$ cat src/plbf_defines.svh
// Constants for the link bring-up and fault block
`ifndef PLBF_DEFINES_SVH
`define PLBF_DEFINES_SVH

// ==========================================
// Register map (byte addresses)
`define PLBF_ADDR_CTRL 12'h000
`define PLBF_ADDR_STATUS 12'h004
`define PLBF_ADDR_LATCH 12'h008
`define PLBF_ADDR_PORT 12'h00C

// ==========================================
// Control fields
`define PLBF_CTRL_AN_EN 0
`define PLBF_CTRL_AN_RESTART 1
`define PLBF_CTRL_FEC_EN 2
`define PLBF_CTRL_FEC_PASS 3
`define PLBF_CTRL_TRAIN_DONE 4
`define PLBF_CTRL_CLR_LATCH 5
`define PLBF_CTRL_RESET 32'h0000_0001

// ==========================================
// XGMII characters
`define PLBF_CHAR_SEQ 8'h9C
`define PLBF_CHAR_ERR 8'hFE
`define PLBF_CHAR_IDLE 8'h07
`define PLBF_FAULT_LOCAL 8'h01
`define PLBF_FAULT_REMOTE 8'h02

// ==========================================
// Timing
`define PLBF_CLK_HZ 10000000
`define PLBF_TRAIN_MS 500
`define PLBF_TRAIN_CYC ((`PLBF_CLK_HZ / 1000) * `PLBF_TRAIN_MS)

`endif

$ cat src/plbf_pkg.sv
// Types shared by the link bring-up and fault block
package plbf_pkg;

	// ==========================================
	// XGMII lane group, lane 0 in the low byte
	typedef struct packed {
		logic [63:0] data;
		logic [7:0] ctrl;
	} plbf_xgmii_t;

	// ==========================================
	// Negotiation sequencer states, Gray along the path
	typedef enum logic [2:0] {
		PLBF_ST_OFF = 3'b000,
		PLBF_ST_TX_DISABLE = 3'b001,
		PLBF_ST_AN_EXCHANGE = 3'b011,
		PLBF_ST_GOOD_CHECK = 3'b010,
		PLBF_ST_LINK_GOOD = 3'b110
	} plbf_an_state_t;

	// ==========================================
	// Transceiver receive mode
	typedef enum logic [1:0] {
		PLBF_MODE_NORMAL = 2'b00,
		PLBF_MODE_AN = 2'b01,
		PLBF_MODE_TRAIN = 2'b11
	} plbf_mode_t;

endpackage : plbf_pkg

$ cat src/plbf_sync3.sv
// Three-stage synchroniser with second/third agreement
`timescale 1ns/1ps
module plbf_sync3 #(
	parameter int WIDTH = 1
) (
	// Clock and reset
	input wire logic pclk,
	input wire logic presetn,
	// Data
	input wire logic [WIDTH-1:0] async_in,
	output logic [WIDTH-1:0] sync_out
);
	typedef struct packed {
		logic [WIDTH-1:0] s1;
		logic [WIDTH-1:0] s2;
		logic [WIDTH-1:0] s3;
		logic [WIDTH-1:0] held;
	} plbf_sync_state_t;

	plbf_sync_state_t st;
	plbf_sync_state_t next_st;

	always_comb
	begin
		next_st = st;
		next_st.s1 = async_in;
		next_st.s2 = st.s1;
		next_st.s3 = st.s2;
		for (int i = 0; i < WIDTH; i++)
		begin
			// Only a level seen twice in a row counts
			if (st.s2[i] == st.s3[i])
			begin
				next_st.held[i] = st.s3[i];
			end
		end
	end

	always_ff @(posedge pclk or negedge presetn)
	begin
		if (!presetn)
		begin
			st <= '0;
		end
		else
		begin
			st <= next_st;
		end
	end

	assign sync_out = st.held;
endmodule : plbf_sync3

$ cat src/plbf_train_timer.sv
// Training deadline counter
`timescale 1ns/1ps
`include "plbf_defines.svh"
module plbf_train_timer #(
	parameter int CYCLES = `PLBF_TRAIN_CYC
) (
	// Clock and reset
	input wire logic pclk,
	input wire logic presetn,
	// Control
	input wire logic restart,
	input wire logic run,
	output logic expired
);
	typedef struct packed {
		logic [31:0] count;
		logic done;
	} plbf_timer_state_t;

	plbf_timer_state_t st;
	plbf_timer_state_t next_st;

	always_comb
	begin
		next_st = st;
		if (restart)
		begin
			next_st = '0;
		end
		else if (run && !st.done)
		begin
			if (st.count == 32'(CYCLES - 1))
			begin
				next_st.done = 1'b1;
			end
			else
			begin
				next_st.count = st.count + 32'h0000_0001;
			end
		end
	end

	always_ff @(posedge pclk or negedge presetn)
	begin
		if (!presetn)
		begin
			st <= '0;
		end
		else
		begin
			st <= next_st;
		end
	end

	assign expired = st.done;
endmodule : plbf_train_timer

$ cat src/plbf_core.sv
// Receive fault signalling, KR bring-up sequencing and error insertion
`timescale 1ns/1ps
`include "plbf_defines.svh"
module plbf_core #(
	parameter int TRAIN_CYCLES = `PLBF_TRAIN_CYC
) (
	// APB
	input wire logic pclk,
	input wire logic presetn,
	input wire logic psel,
	input wire logic penable,
	input wire logic pwrite,
	input wire logic [11:0] paddr,
	input wire logic [31:0] pwdata,
	output logic [31:0] prdata,
	output logic pready,
	output logic pslverr,
	// Pins from outside the clock domain
	input wire logic signal_detect,
	input wire logic [4:0] port_addr,
	// Receive path status from the decoder
	input wire logic block_lock,
	input wire logic high_error_rate_flag,
	input wire logic rx_error_state,
	input wire logic buf_underflow,
	input wire logic fec_uncorrectable,
	input wire logic [1:0] rx_sync_header,
	input wire plbf_pkg::plbf_xgmii_t rx_in,
	// Negotiation and training
	input wire logic an_frames_done,
	input wire logic train_complete,
	input wire logic far_train_request,
	// Management frame port address
	input wire logic [4:0] mgmt_frame_addr,
	input wire logic mgmt_frame_valid,
	// Outputs
	output plbf_pkg::plbf_xgmii_t rx_out,
	output logic [1:0] sync_header_out,
	output logic sync_forced_loss,
	output logic local_fault,
	output logic link_status,
	output logic tx_disable,
	output plbf_pkg::plbf_mode_t xcvr_mode,
	output logic link_good,
	output logic train_fail,
	output logic far_train_ack,
	output logic mgmt_respond
);
	typedef struct packed {
		logic [31:0] ctrl;
		logic [31:0] rdata;
		logic ready;
		logic err;
		logic lf_latch;
		logic ls_latch;
		plbf_pkg::plbf_an_state_t an;
		plbf_pkg::plbf_xgmii_t rxo;
		logic [1:0] sh;
		logic uflow_prev;
		logic lf;
		logic ls;
		logic nosync;
		logic tfail;
		logic ack;
		logic resp;
		logic txd;
		plbf_pkg::plbf_mode_t mode;
		logic lgood;
	} plbf_core_state_t;

	plbf_core_state_t st;
	plbf_core_state_t next_st;
	logic sig_ok;
	logic [4:0] port_sync;
	logic timer_expired;
	logic fault_seen;
	logic an_restart;
	logic apb_wr;
	logic apb_rd;

	// ==========================================
	// Pin synchronisers
	plbf_sync3 #(.WIDTH(1)) u_sig_sync (
		.pclk(pclk),
		.presetn(presetn),
		.async_in(signal_detect),
		.sync_out(sig_ok)
	);

	plbf_sync3 #(.WIDTH(5)) u_port_sync (
		.pclk(pclk),
		.presetn(presetn),
		.async_in(port_addr),
		.sync_out(port_sync)
	);

	// ==========================================
	// Training deadline
	assign an_restart = apb_wr && paddr == `PLBF_ADDR_CTRL && pwdata[`PLBF_CTRL_AN_RESTART];
	plbf_train_timer #(.CYCLES(TRAIN_CYCLES)) u_timer (
		.pclk(pclk),
		.presetn(presetn),
		.restart(an_restart || st.an == plbf_pkg::PLBF_ST_TX_DISABLE),
		.run(st.an == plbf_pkg::PLBF_ST_AN_EXCHANGE || st.an == plbf_pkg::PLBF_ST_GOOD_CHECK),
		.expired(timer_expired)
	);

	assign apb_wr = psel && penable && pwrite && st.ready;
	assign apb_rd = psel && penable && !pwrite && st.ready;
	assign fault_seen = rx_in.ctrl[0] && rx_in.data[7:0] == `PLBF_CHAR_SEQ;

	always_comb
	begin
		logic lf_now;
		logic ls_now;
		lf_now = 1'b0;
		ls_now = 1'b0;
		next_st = st;
		// ==========================================
		// APB slave, no wait states
		next_st.ready = psel && !penable && !st.ready;
		if (!psel)
		begin
			next_st.ready = 1'b0;
		end
		next_st.err = 1'b0;
		if (psel && !penable)
		begin
			case (paddr)
				`PLBF_ADDR_CTRL: next_st.rdata = st.ctrl;
				`PLBF_ADDR_STATUS: next_st.rdata = {26'h0, st.an, st.ls, st.lf, sig_ok};
				`PLBF_ADDR_LATCH: next_st.rdata = {30'h0, st.ls_latch, st.lf_latch};
				`PLBF_ADDR_PORT: next_st.rdata = {27'h0, port_sync};
				default:
				begin
					next_st.rdata = 32'h0000_0000;
					next_st.err = 1'b1;
				end
			endcase
		end
		if (apb_wr && paddr == `PLBF_ADDR_CTRL)
		begin
			next_st.ctrl = pwdata;
			next_st.ctrl[`PLBF_CTRL_AN_RESTART] = 1'b0;
			next_st.ctrl[`PLBF_CTRL_CLR_LATCH] = 1'b0;
		end
		// ==========================================
		// Fault and link status
		next_st.nosync = !sig_ok;
		lf_now = !sig_ok || !block_lock || high_error_rate_flag || st.uflow_prev;
		ls_now = !lf_now && !fault_seen;
		next_st.lf = lf_now;
		next_st.ls = ls_now;
		// Clear first, so a fault in the same cycle still latches
		if ((apb_rd && paddr == `PLBF_ADDR_LATCH) ||
			(apb_wr && paddr == `PLBF_ADDR_CTRL && pwdata[`PLBF_CTRL_CLR_LATCH]))
		begin
			next_st.lf_latch = 1'b0;
			next_st.ls_latch = 1'b1;
		end
		if (lf_now)
		begin
			next_st.lf_latch = 1'b1;
		end
		if (!ls_now)
		begin
			next_st.ls_latch = 1'b0;
		end
		// ==========================================
		// Receive data and error insertion
		next_st.sh = rx_sync_header;
		if (st.ctrl[`PLBF_CTRL_FEC_EN] && st.ctrl[`PLBF_CTRL_FEC_PASS] && fec_uncorrectable)
		begin
			next_st.sh = {rx_sync_header[0], rx_sync_header[0]};
		end
		next_st.uflow_prev = buf_underflow;
		if (buf_underflow && !st.uflow_prev)
		begin
			next_st.rxo.data = {8{`PLBF_CHAR_ERR}};
			next_st.rxo.ctrl = 8'hFF;
		end
		else if (lf_now)
		begin
			next_st.rxo.data = {32'h0, `PLBF_FAULT_LOCAL, 8'h00, 8'h00, `PLBF_CHAR_SEQ};
			next_st.rxo.ctrl = 8'h01;
		end
		else if (rx_error_state)
		begin
			next_st.rxo.data = {8{`PLBF_CHAR_ERR}};
			next_st.rxo.ctrl = 8'hFF;
		end
		else
		begin
			next_st.rxo = rx_in;
		end
		// ==========================================
		// KR negotiation sequencer
		case (st.an)
			plbf_pkg::PLBF_ST_OFF:
			begin
				if (st.ctrl[`PLBF_CTRL_AN_EN])
				begin
					next_st.an = plbf_pkg::PLBF_ST_TX_DISABLE;
				end
			end
			plbf_pkg::PLBF_ST_TX_DISABLE:
			begin
				next_st.tfail = 1'b0;
				next_st.an = plbf_pkg::PLBF_ST_AN_EXCHANGE;
			end
			plbf_pkg::PLBF_ST_AN_EXCHANGE:
			begin
				if (an_frames_done)
				begin
					next_st.an = plbf_pkg::PLBF_ST_GOOD_CHECK;
				end
			end
			plbf_pkg::PLBF_ST_GOOD_CHECK:
			begin
				if (train_complete || st.ctrl[`PLBF_CTRL_TRAIN_DONE])
				begin
					next_st.an = plbf_pkg::PLBF_ST_LINK_GOOD;
				end
				else if (timer_expired)
				begin
					next_st.tfail = 1'b1;
					next_st.an = plbf_pkg::PLBF_ST_TX_DISABLE;
				end
			end
			plbf_pkg::PLBF_ST_LINK_GOOD:
			begin
				if (!block_lock)
				begin
					next_st.an = plbf_pkg::PLBF_ST_TX_DISABLE;
				end
			end
			default: next_st.an = plbf_pkg::PLBF_ST_OFF;
		endcase
		if (an_restart)
		begin
			next_st.an = plbf_pkg::PLBF_ST_TX_DISABLE;
		end
		if (!st.ctrl[`PLBF_CTRL_AN_EN])
		begin
			next_st.an = plbf_pkg::PLBF_ST_OFF;
		end
		// Responder: acknowledge far-end training requests autonomously, in PLBF_ST_GOOD_CHECK only
		next_st.ack = far_train_request && st.an == plbf_pkg::PLBF_ST_GOOD_CHECK;
		next_st.resp = mgmt_frame_valid && mgmt_frame_addr == port_sync;
		// Decoded here so the sequencer outputs leave straight from flops
		next_st.txd = next_st.an == plbf_pkg::PLBF_ST_TX_DISABLE;
		next_st.lgood = next_st.an == plbf_pkg::PLBF_ST_LINK_GOOD;
		next_st.mode = next_st.an == plbf_pkg::PLBF_ST_AN_EXCHANGE ? plbf_pkg::PLBF_MODE_AN :
			next_st.an == plbf_pkg::PLBF_ST_GOOD_CHECK ? plbf_pkg::PLBF_MODE_TRAIN :
			plbf_pkg::PLBF_MODE_NORMAL;
	end

	always_ff @(posedge pclk or negedge presetn)
	begin
		if (!presetn)
		begin
			st <= '0;
			st.ctrl <= `PLBF_CTRL_RESET;
			st.lf <= 1'b1;
			st.lf_latch <= 1'b1;
			st.nosync <= 1'b1;
		end
		else
		begin
			st <= next_st;
		end
	end

	// ==========================================
	// Outputs
	assign prdata = st.rdata;
	assign pready = st.ready;
	assign pslverr = st.err;
	assign rx_out = st.rxo;
	assign sync_header_out = st.sh;
	assign sync_forced_loss = st.nosync;
	assign local_fault = st.lf;
	assign link_status = st.ls;
	assign tx_disable = st.txd;
	assign xcvr_mode = st.mode;
	assign link_good = st.lgood;
	assign train_fail = st.tfail;
	assign far_train_ack = st.ack;
	assign mgmt_respond = st.resp;
endmodule : plbf_core

$ cat config.mk
export PLATFORM = sky130hd
export DESIGN_NAME = plbf_core
export DESIGN_NICKNAME = d
export VERILOG_FILES = /design/src/plbf_pkg.sv /design/src/plbf_sync3.sv /design/src/plbf_train_timer.sv /design/src/plbf_core.sv
export VERILOG_INCLUDE_DIRS = /design/src
export SDC_FILE = /design/constraint.sdc
export NUM_CORES = 1
export LEC_CHECK = 0
export BUFFER_PORTS_ARGS = -buffer_cell sky130_fd_sc_hd__buf_2
export CAP_MARGIN = 20
export CORE_MARGIN = 3
export CORE_UTILIZATION = 36
export CTS_CLUSTER_SIZE = 28
export DETAILED_ROUTE_END_ITERATION = 16
export SYNTH_ARGS = -nofsm -noshare
export SYNTH_HDL_FRONTEND = slang
export SYNTH_SLANG_ARGS = --single-unit
$ cat constraint.sdc
create_clock -name pclk -period 2.37 [get_ports pclk]
set_input_delay 0.3555 -clock pclk [delete_from_list [all_inputs] [get_ports pclk]]
set_output_delay 0.3555 -clock pclk [all_outputs]
set_load 0.01 [all_outputs]
==> results.md, run 1 <==
- Crit-path max FO: 22
- CP Launch Type: flop
- Post-synthesis cell area: ~9000 um^2
- Post-route setup TNS: 0 ps
- Fillers: ~2300
- Antenna-violating nets left: 0
- Final Cycle Share: between 90 and 100%
- Clock sink total: 211
- Crit-path slowest cell: or4_1
- Tot Pwr: just over 8 mW
- Clock root buffer: clkbuf_16
- R2R Path End: u_timer.st[32]
- Number of flops mapped to enable cells by yosys: 0
- Setup WS pre-CTS: between 80 and 90 ps
- Remaining DRCs: 0
- Initial drt markers: around 320
- PortBufs: 260
- Final min period: between 2000 and 2500 ps
- Commonest non-fill, non-tap cell in the layout: buf_2
- Mapped Cells: just over 800
- Top Ports: around 260
- Fin. Hold Viols: 0
- Drt wl/cell: about 17 um
- Area Growth Syn to Fin: 21.29%
- Start point of the critical path: u_timer.st[1]
- Post-layout worst setup margin: between 200 and 250 ps
- Status: complete, no violations
- Worst-margin pin slew: about 810 ps
- Final net count: 1128
- Final Wtd Congestion: between 0.8 and 0.9
- R2R depth: 7
- Final setup viols: 0
- Clock skew: approximately 23 ps
- Detailed Route WL: between 20000 and 25000 um
- Rows: 57
- Launching point of the worst reg2reg path: u_timer.st[1]
- Top_reg_cell synth: dfrtp_1
- Hold WC Path Type: in -> reg
- Syn_nets: approximately 950
- Number of global-route vias before repair: roughly 6500
- Power per cell area: approximately 740 nW/um^2
- Register area share after synthesis: approximately 60%
- Clk buf depth: 3
- CP Depth: 7
- Biggest area consumer among synthesized cells: dfrtp_1
- Die Wd: roughly 160 um
- Largest net degree at the start of global routing: 73
- Core Region: 24460 um^2
- Inserted Diodes: 0
- Fraction of layout cells with a size suffix above 1: a little over a third
- WP buf/inv: 1
- Crit path DAT: roughly 2600 ps
- R2R setup slack: ~220 ps
- CP delay by family, top: simple AND/OR/NAND/NOR gates
- Syn Area/Cell: 11.16 um^2
- Pleak: 5.348 nW
- DR vias: ~6400
- Top cells by area, synth: dfrtp_1 57%, buf_4 9.0%, nand2_1 5.0%
- Final Cell Area: ~11000 um^2
- CP Cell Sequence: ha_1 -> and4_1 -> nand4_1 -> o21ai_2 -> buf_4 -> or4_1 -> a21oi_1
- Die height: around 160 um
- Die area: around 27000 um^2
- Commonest non-fill, non-tap cells in the layout: 259 x buf_2, 207 x dfrtp_1, 119 x nand2_1
- CP endpoint: u_timer.st[32]
- Clk_lat worst skew: around 530 ps
- DR vias/cell: roughly 4.9
- CP Data Required Time: between 2000 and 3000 ps
- Synth top area share: 57.32%
- H-tree Lvls: 1
- RSZ-0062 raised after global routing: false
- Max_slew headroom: between 40% and 50%
- Synth cell types: 52
- Total CTS buffers: 24
- Synth warnings: 0
- Synth async-reset ratio: between 90% and 100%
- Max incr delay on CP: ~470 ps
- Starting Density: a little under two fifths
- # Max-Cap Violations: 0
- CTS resizes: 0
- Worst Setup End Kind: flop
- Peak VDD IR: 0.7046 mV
- Fmax: about 460 MHz
- Global-route wire length before repair: 34530 um
- CTS tree: done
- Final Util: approximately 45%
- Placed Area: 10060 um^2
- Clock transition at path regs: approximately 60 ps
- Post-synthesis register bit count: roughly 210
- Gr ovfl total: 0
- DPL Wire Length: around 16000 um
- Initial antenna violation count: 0
- Slew Viols, Final: 0
- Overall routing resource usage: between 15 and 20%
- DR pass1 iterations: 4
- CP Class: reg -> reg
-- cells in the mapped netlist, types with 10 or more instances --
master / number
a22o_2: 18
o21ai_0: 19
and4_1: 10
o21a_1: 60
nand4_1: 11
dfrtp_1: 207
nor2_1: 21
a21oi_1: 26
buf_4: 108
and2_1: 11
nand2_1: 120
o31ai_1: 10
nand3_1: 11
or4_1: 11
or3_1: 18
clkbuf_1: 31
-- flip-flops by register name (all words and copies together), names as in the netlist, 2 cells and up --
name	count
rx_out	72
st	36
prdata	32
u_timer.st	32
u_port_sync.next_st	10
u_port_sync.st	5
u_port_sync.sync_out	5
sync_header_out	2
u_sig_sync.next_st	2
xcvr_mode	2
-- cell type report --
type	instances	area, um^2	area share (%)
Sequential cell	211	5285	48.21
Multi-Input combinational cell	444	2755	25.13
Timing Repair Buffer	297	1689	15.41
Clock buffer	34	668.1	6.095
Tap cell	324	405.4	3.698
Clock inverter	9	136.4	1.244
Inverter	6	22.52	0.2055
-- worst min-delay path by stage --
stage                                   to                     from  slack, ps  cells after the start
global route                    rx_out[10]                rx_in[10]         20                      2
global placement     u_sig_sync.next_st[1]    u_sig_sync.next_st[2]        330                      0
floorplan                    far_train_ack                  presetn         60                      0
finish                             st[146]               pwdata[22]         20                      3
CTS                                st[145]               pwdata[21]        0.4                      3
detailed placement  u_port_sync.next_st[8]  u_port_sync.next_st[13]        330                      0
-- per-stage QoR --
step,std cells,hold slack (ps)
after CTS,1325,0.4435
final,1325,24.57
after detailed placement,1272,334.7
after global routing,1325,15.06
after floorplan,810,59.91
after global placement,1272,331.6
-- logic make-up (layout without fill, tap and decap cells) --
logic type               after synthesis  after routing  synth area share, %
XOR/XNOR                              11             11                1.066
multiplexers                           8              8                1.038
buffers and inverters                155            346                11.23
flip-flops                           211            211                58.48
AO/OA/AOI/OAI                        160            160                12.58
AND/OR/NAND/NOR                      258            258                14.80
adder cells (fa/ha/maj)                7              7               0.8030
-- worst register-to-register path: cells and delay by family, from the launching register on --
kind | cells | cell delay [ps]
simple gates | 3 | 940
flops | 1 | 410
compound gates | 2 | 270
fa+ha+maj | 1 | 260
buf+inv | 1 | 210
-- layer usage --
metal | wire, um | track usage, % | up-vias
met5 | 0 | 0 | -
met4 | 408 | 3.965 | 0
met3 | 2019 | 5.342 | 33
met2 | 10420 | 25.78 | 235
met1 | 9402 | 21.04 | 3132
li1 | - | - | 3046
-- where the power goes --
part | leakage [nW] | total (mW) | internal, mW | switching, mW
combinational | 2.34 | 0.570 | 0.254 | 0.315
sequential | 2.62 | 3.77 | 3.72 | 0.0482
clock | 0.387 | 3.76 | 2.29 | 1.47
-- repair_timing --
| action | in CTS | in global routing |
|---|---|---|
| setup endpoints to repair | 0 | 0 |
| hold buffers | 10 | 0 |
| hold endpoints to repair | 76 | 0 |
| setup buffers | 0 | 0 |
Note: power is estimated with default switching activity, not from simulation.
==> run 2, diff against run 1 <==
--- a/config.mk
+++ b/config.mk
@@ -6,12 +6,12 @@
 export SDC_FILE = /design/constraint.sdc
 export NUM_CORES = 1
 export LEC_CHECK = 0
-export BUFFER_PORTS_ARGS = -buffer_cell sky130_fd_sc_hd__buf_2
 export CAP_MARGIN = 20
 export CORE_MARGIN = 3
 export CORE_UTILIZATION = 36
 export CTS_CLUSTER_SIZE = 28
 export DETAILED_ROUTE_END_ITERATION = 16
+export DONT_BUFFER_PORTS = 1
 export SYNTH_ARGS = -nofsm -noshare
 export SYNTH_HDL_FRONTEND = slang
 export SYNTH_SLANG_ARGS = --single-unit
==> constraint.sdc (replaced) <==
create_clock -name pclk -period 2.15 [get_ports pclk]
set_input_delay 0.3225 -clock pclk [delete_from_list [all_inputs] [get_ports pclk]]
set_output_delay 0.3225 -clock pclk [all_outputs]
set_load 0.01 [all_outputs]
==> run 2 against run 1 <==
Against the previous run:
- the flow now finishes with violations (hold timing)
- combinational power shrank 30%
- sequential power grew 12%
- wire length grew 0.24%
- flip-flop and latch count is the same
- clock power grew 14%
- critical path type is now in -> reg
- largest cell class unchanged
- largest power group is now the clock network
==> results.md, run 2 (synthesis results as in run 1) <==
- Status: finished, violations left
- Failing checks: hold timing
- DR vias: 5911 (-8.3%)
- Crit-path slowest cell: dlygate4sd3_1
- Clock root buffer: clkbuf_16
- Clock transition at path regs: 60 ps (about the same)
- Die height: 164.4 um (unchanged)
- Max incr delay on CP: 590 ps (+120 ps)
- Final min period: 2028 ps
- Pleak: 4.648 nW (-13%)
- Overall routing resource usage: 16.03% (about the same)
- Global-route wire length before repair: 34330 um (-0.58%)
- Power per cell area: 830.6 nW/um^2 (+12%)
- Post-route setup TNS: 0 ps (unchanged)
- Register area: 5285 um^2 (unchanged)
- Placed Area: 8743 um^2 (-13%)
- Hold_ws: -484.8 ps (-509.3 ps)
- Crit-path max FO: 3 (-86%)
- H-tree Lvls: 1 (unchanged)
- Setup WS pre-CTS: 4.183 ps (-76.79 ps)
- Dpl cells: 1015 (-20%)
- R2R setup slack: 120 ps (-90 ps)
- Multi-input logic area: 2755 um^2 (unchanged)
- Largest register FFs: 72 (unchanged)
- Drt wl/cell: 19.01 um (+13%)
- Remaining DRCs: 0 (unchanged)
- Tot Pwr: 8.905 mW (+10%)
- CP Data Required Time: 2580 ps (-220 ps)
- Peak VDD IR: 0.5845 mV (-17%)
- Final Cell Area: 10720 um^2 (-2.2%)
- Die Wd: 164.4 um (unchanged)
- Core Region: 24460 um^2 (unchanged)
- Clk_lat worst skew: 510 ps (-20 ps)
- Antenna-violating nets left: 0 (unchanged)
- Largest net degree at the start of global routing: 212 (+190%)
- R2R depth: 7 (unchanged)
- DR pass1 iterations: 4 (unchanged)
- Commonest non-fill, non-tap cell in the layout: dfrtp_1
- Area Growth Syn to Fin: 18.62%
- CP Launch Type: primary input
- Final net count: 975 (-14%)
- Worst Setup End Kind: flop
- Die area: 27040 um^2 (unchanged)
- Clock skew: 19.97 ps (-2.731 ps)
- Top Ports: 261 (unchanged)
- Fin cells: 1173 (-11%)
- CP Class: in -> reg
- Max_slew headroom: 48.50% (+2.5 points)
- Number of global-route vias before repair: 6165 (-4.4%)
- Final Cycle Share: ~94%
- Post-layout worst setup margin: 121.6 ps (-93.53 ps)
- Final Wtd Congestion: 0.7706 (-5.6%)
- Slew Viols, Final: 0 (unchanged)
- Hold WC Path Type: in -> async
- Detailed Route WL: 22300 um (+0.24%)
- Worst-margin pin slew: 772.5 ps (-37.95 ps)
- RSZ-0062 raised after global routing: false
- Crit path DAT: 2460 ps (-130 ps)
- Total CTS buffers: 23 (-4.2%)
- Fraction of layout cells with a size suffix above 1: 12.15% (-24 points)
- DR vias/cell: 5.039 (+3.6%)
- Starting Density: 36.94% (unchanged)
- Clk buf depth: 3 (unchanged)
- Fillers: 2216 (-5.3%)
- Hold buffers post-CTS: 114 (+104)
- Most used cell, CP: or4_4
- DPL Wire Length: 14370 um (-11%)
- Initial antenna violation count: 1 (+1)
- Fmax: about 500 MHz
- CTS tree: done
- Rows: 57 (unchanged)
- Final Util: 43.82% (-0.99 points)
- Clock sink total: 211 (unchanged)
- Initial drt markers: 450 (+39%)
- Final setup viols: 0 (unchanged)
- Fin. Hold Viols: 209 (+209)
- CTS resizes: 0 (unchanged)
- # Max-Cap Violations: 0 (unchanged)
- Commonest non-fill, non-tap cells in the layout: 207 x dfrtp_1, 119 x nand2_1, 114 x dlygate4sd3_1
- Gr ovfl total: 0 (unchanged)
- CP Cell Sequence: or4_4 -> or4_4 -> buf_4 -> o41ai_1 -> dlygate4sd3_1
- PortBufs: 0 (-100%)
## run 2: cell types whose count changed in the layout (fill, tap and decap cells not counted), moves of 2 or more
| cell | change |
|---|---|
| buf_2 | -259 |
| dlygate4sd3_1 | +104 |
| buf_4 | +6 |
| clkbuf_1 | -3 |
| buf_12 | -2 |
| bufinv_16 | +2 |
| clkinvlp_4 | +2 |
## run 2: power breakdown
group | total, mW | internal, mW | leakage (nW) | switching (mW)
registers | 4.22 | 4.10 | 2.62 | 0.122
logic | 0.401 | 0.240 | 1.64 | 0.161
clock network | 4.28 | 2.65 | 0.390 | 1.63
total | 8.90 | 6.99 | 4.65 | 1.92
## run 2: path summary, 6_finish.rpt
kind | end | start
hold / removal | rx_out[22] | presetn
setup reg to reg | u_timer.st[15] | u_timer.st[1]
hold reg to reg | u_port_sync.next_st[5] | u_port_sync.next_st[10]
setup / recovery | prdata[5] | paddr[9]
min in group pclk | prdata[4] | paddr[3]
max in group asynchronous | st[127] | presetn
## run 2: worst max-delay path, delay by kind of cell
family                 cells  cell delay, ps
buffers and inverters      2             760
AND/OR/NAND/NOR            2            1070
AO/OA/AOI/OAI              1             310
## run 2: repair_timing
action | CTS | global route
setup endpoints to repair | 0 | 2
setup buffers | 0 | 1
hold endpoints to repair | 324 | 211
## run 2: routing by layer
layer | vias to the layer above | global-route usage (%) | wire length [um]
met5 | - | 0 | 0
met4 | 0 | 5.414 | 626
met3 | 43 | 5.267 | 2106
met2 | 243 | 25.59 | 10480
met1 | 2890 | 20.62 | 9086
li1 | 2735 | - | -
## run 2: cell type report
class                           count  area share [%]
Sequential cell                   211           49.30
Multi-Input combinational cell    444           25.70
Timing Repair Buffer              145           13.28
Clock buffer                       29           5.766
Tap cell                          324           3.782
Clock inverter                     13           1.937
Inverter                            6          0.2101
Antenna cell                        1         0.02334
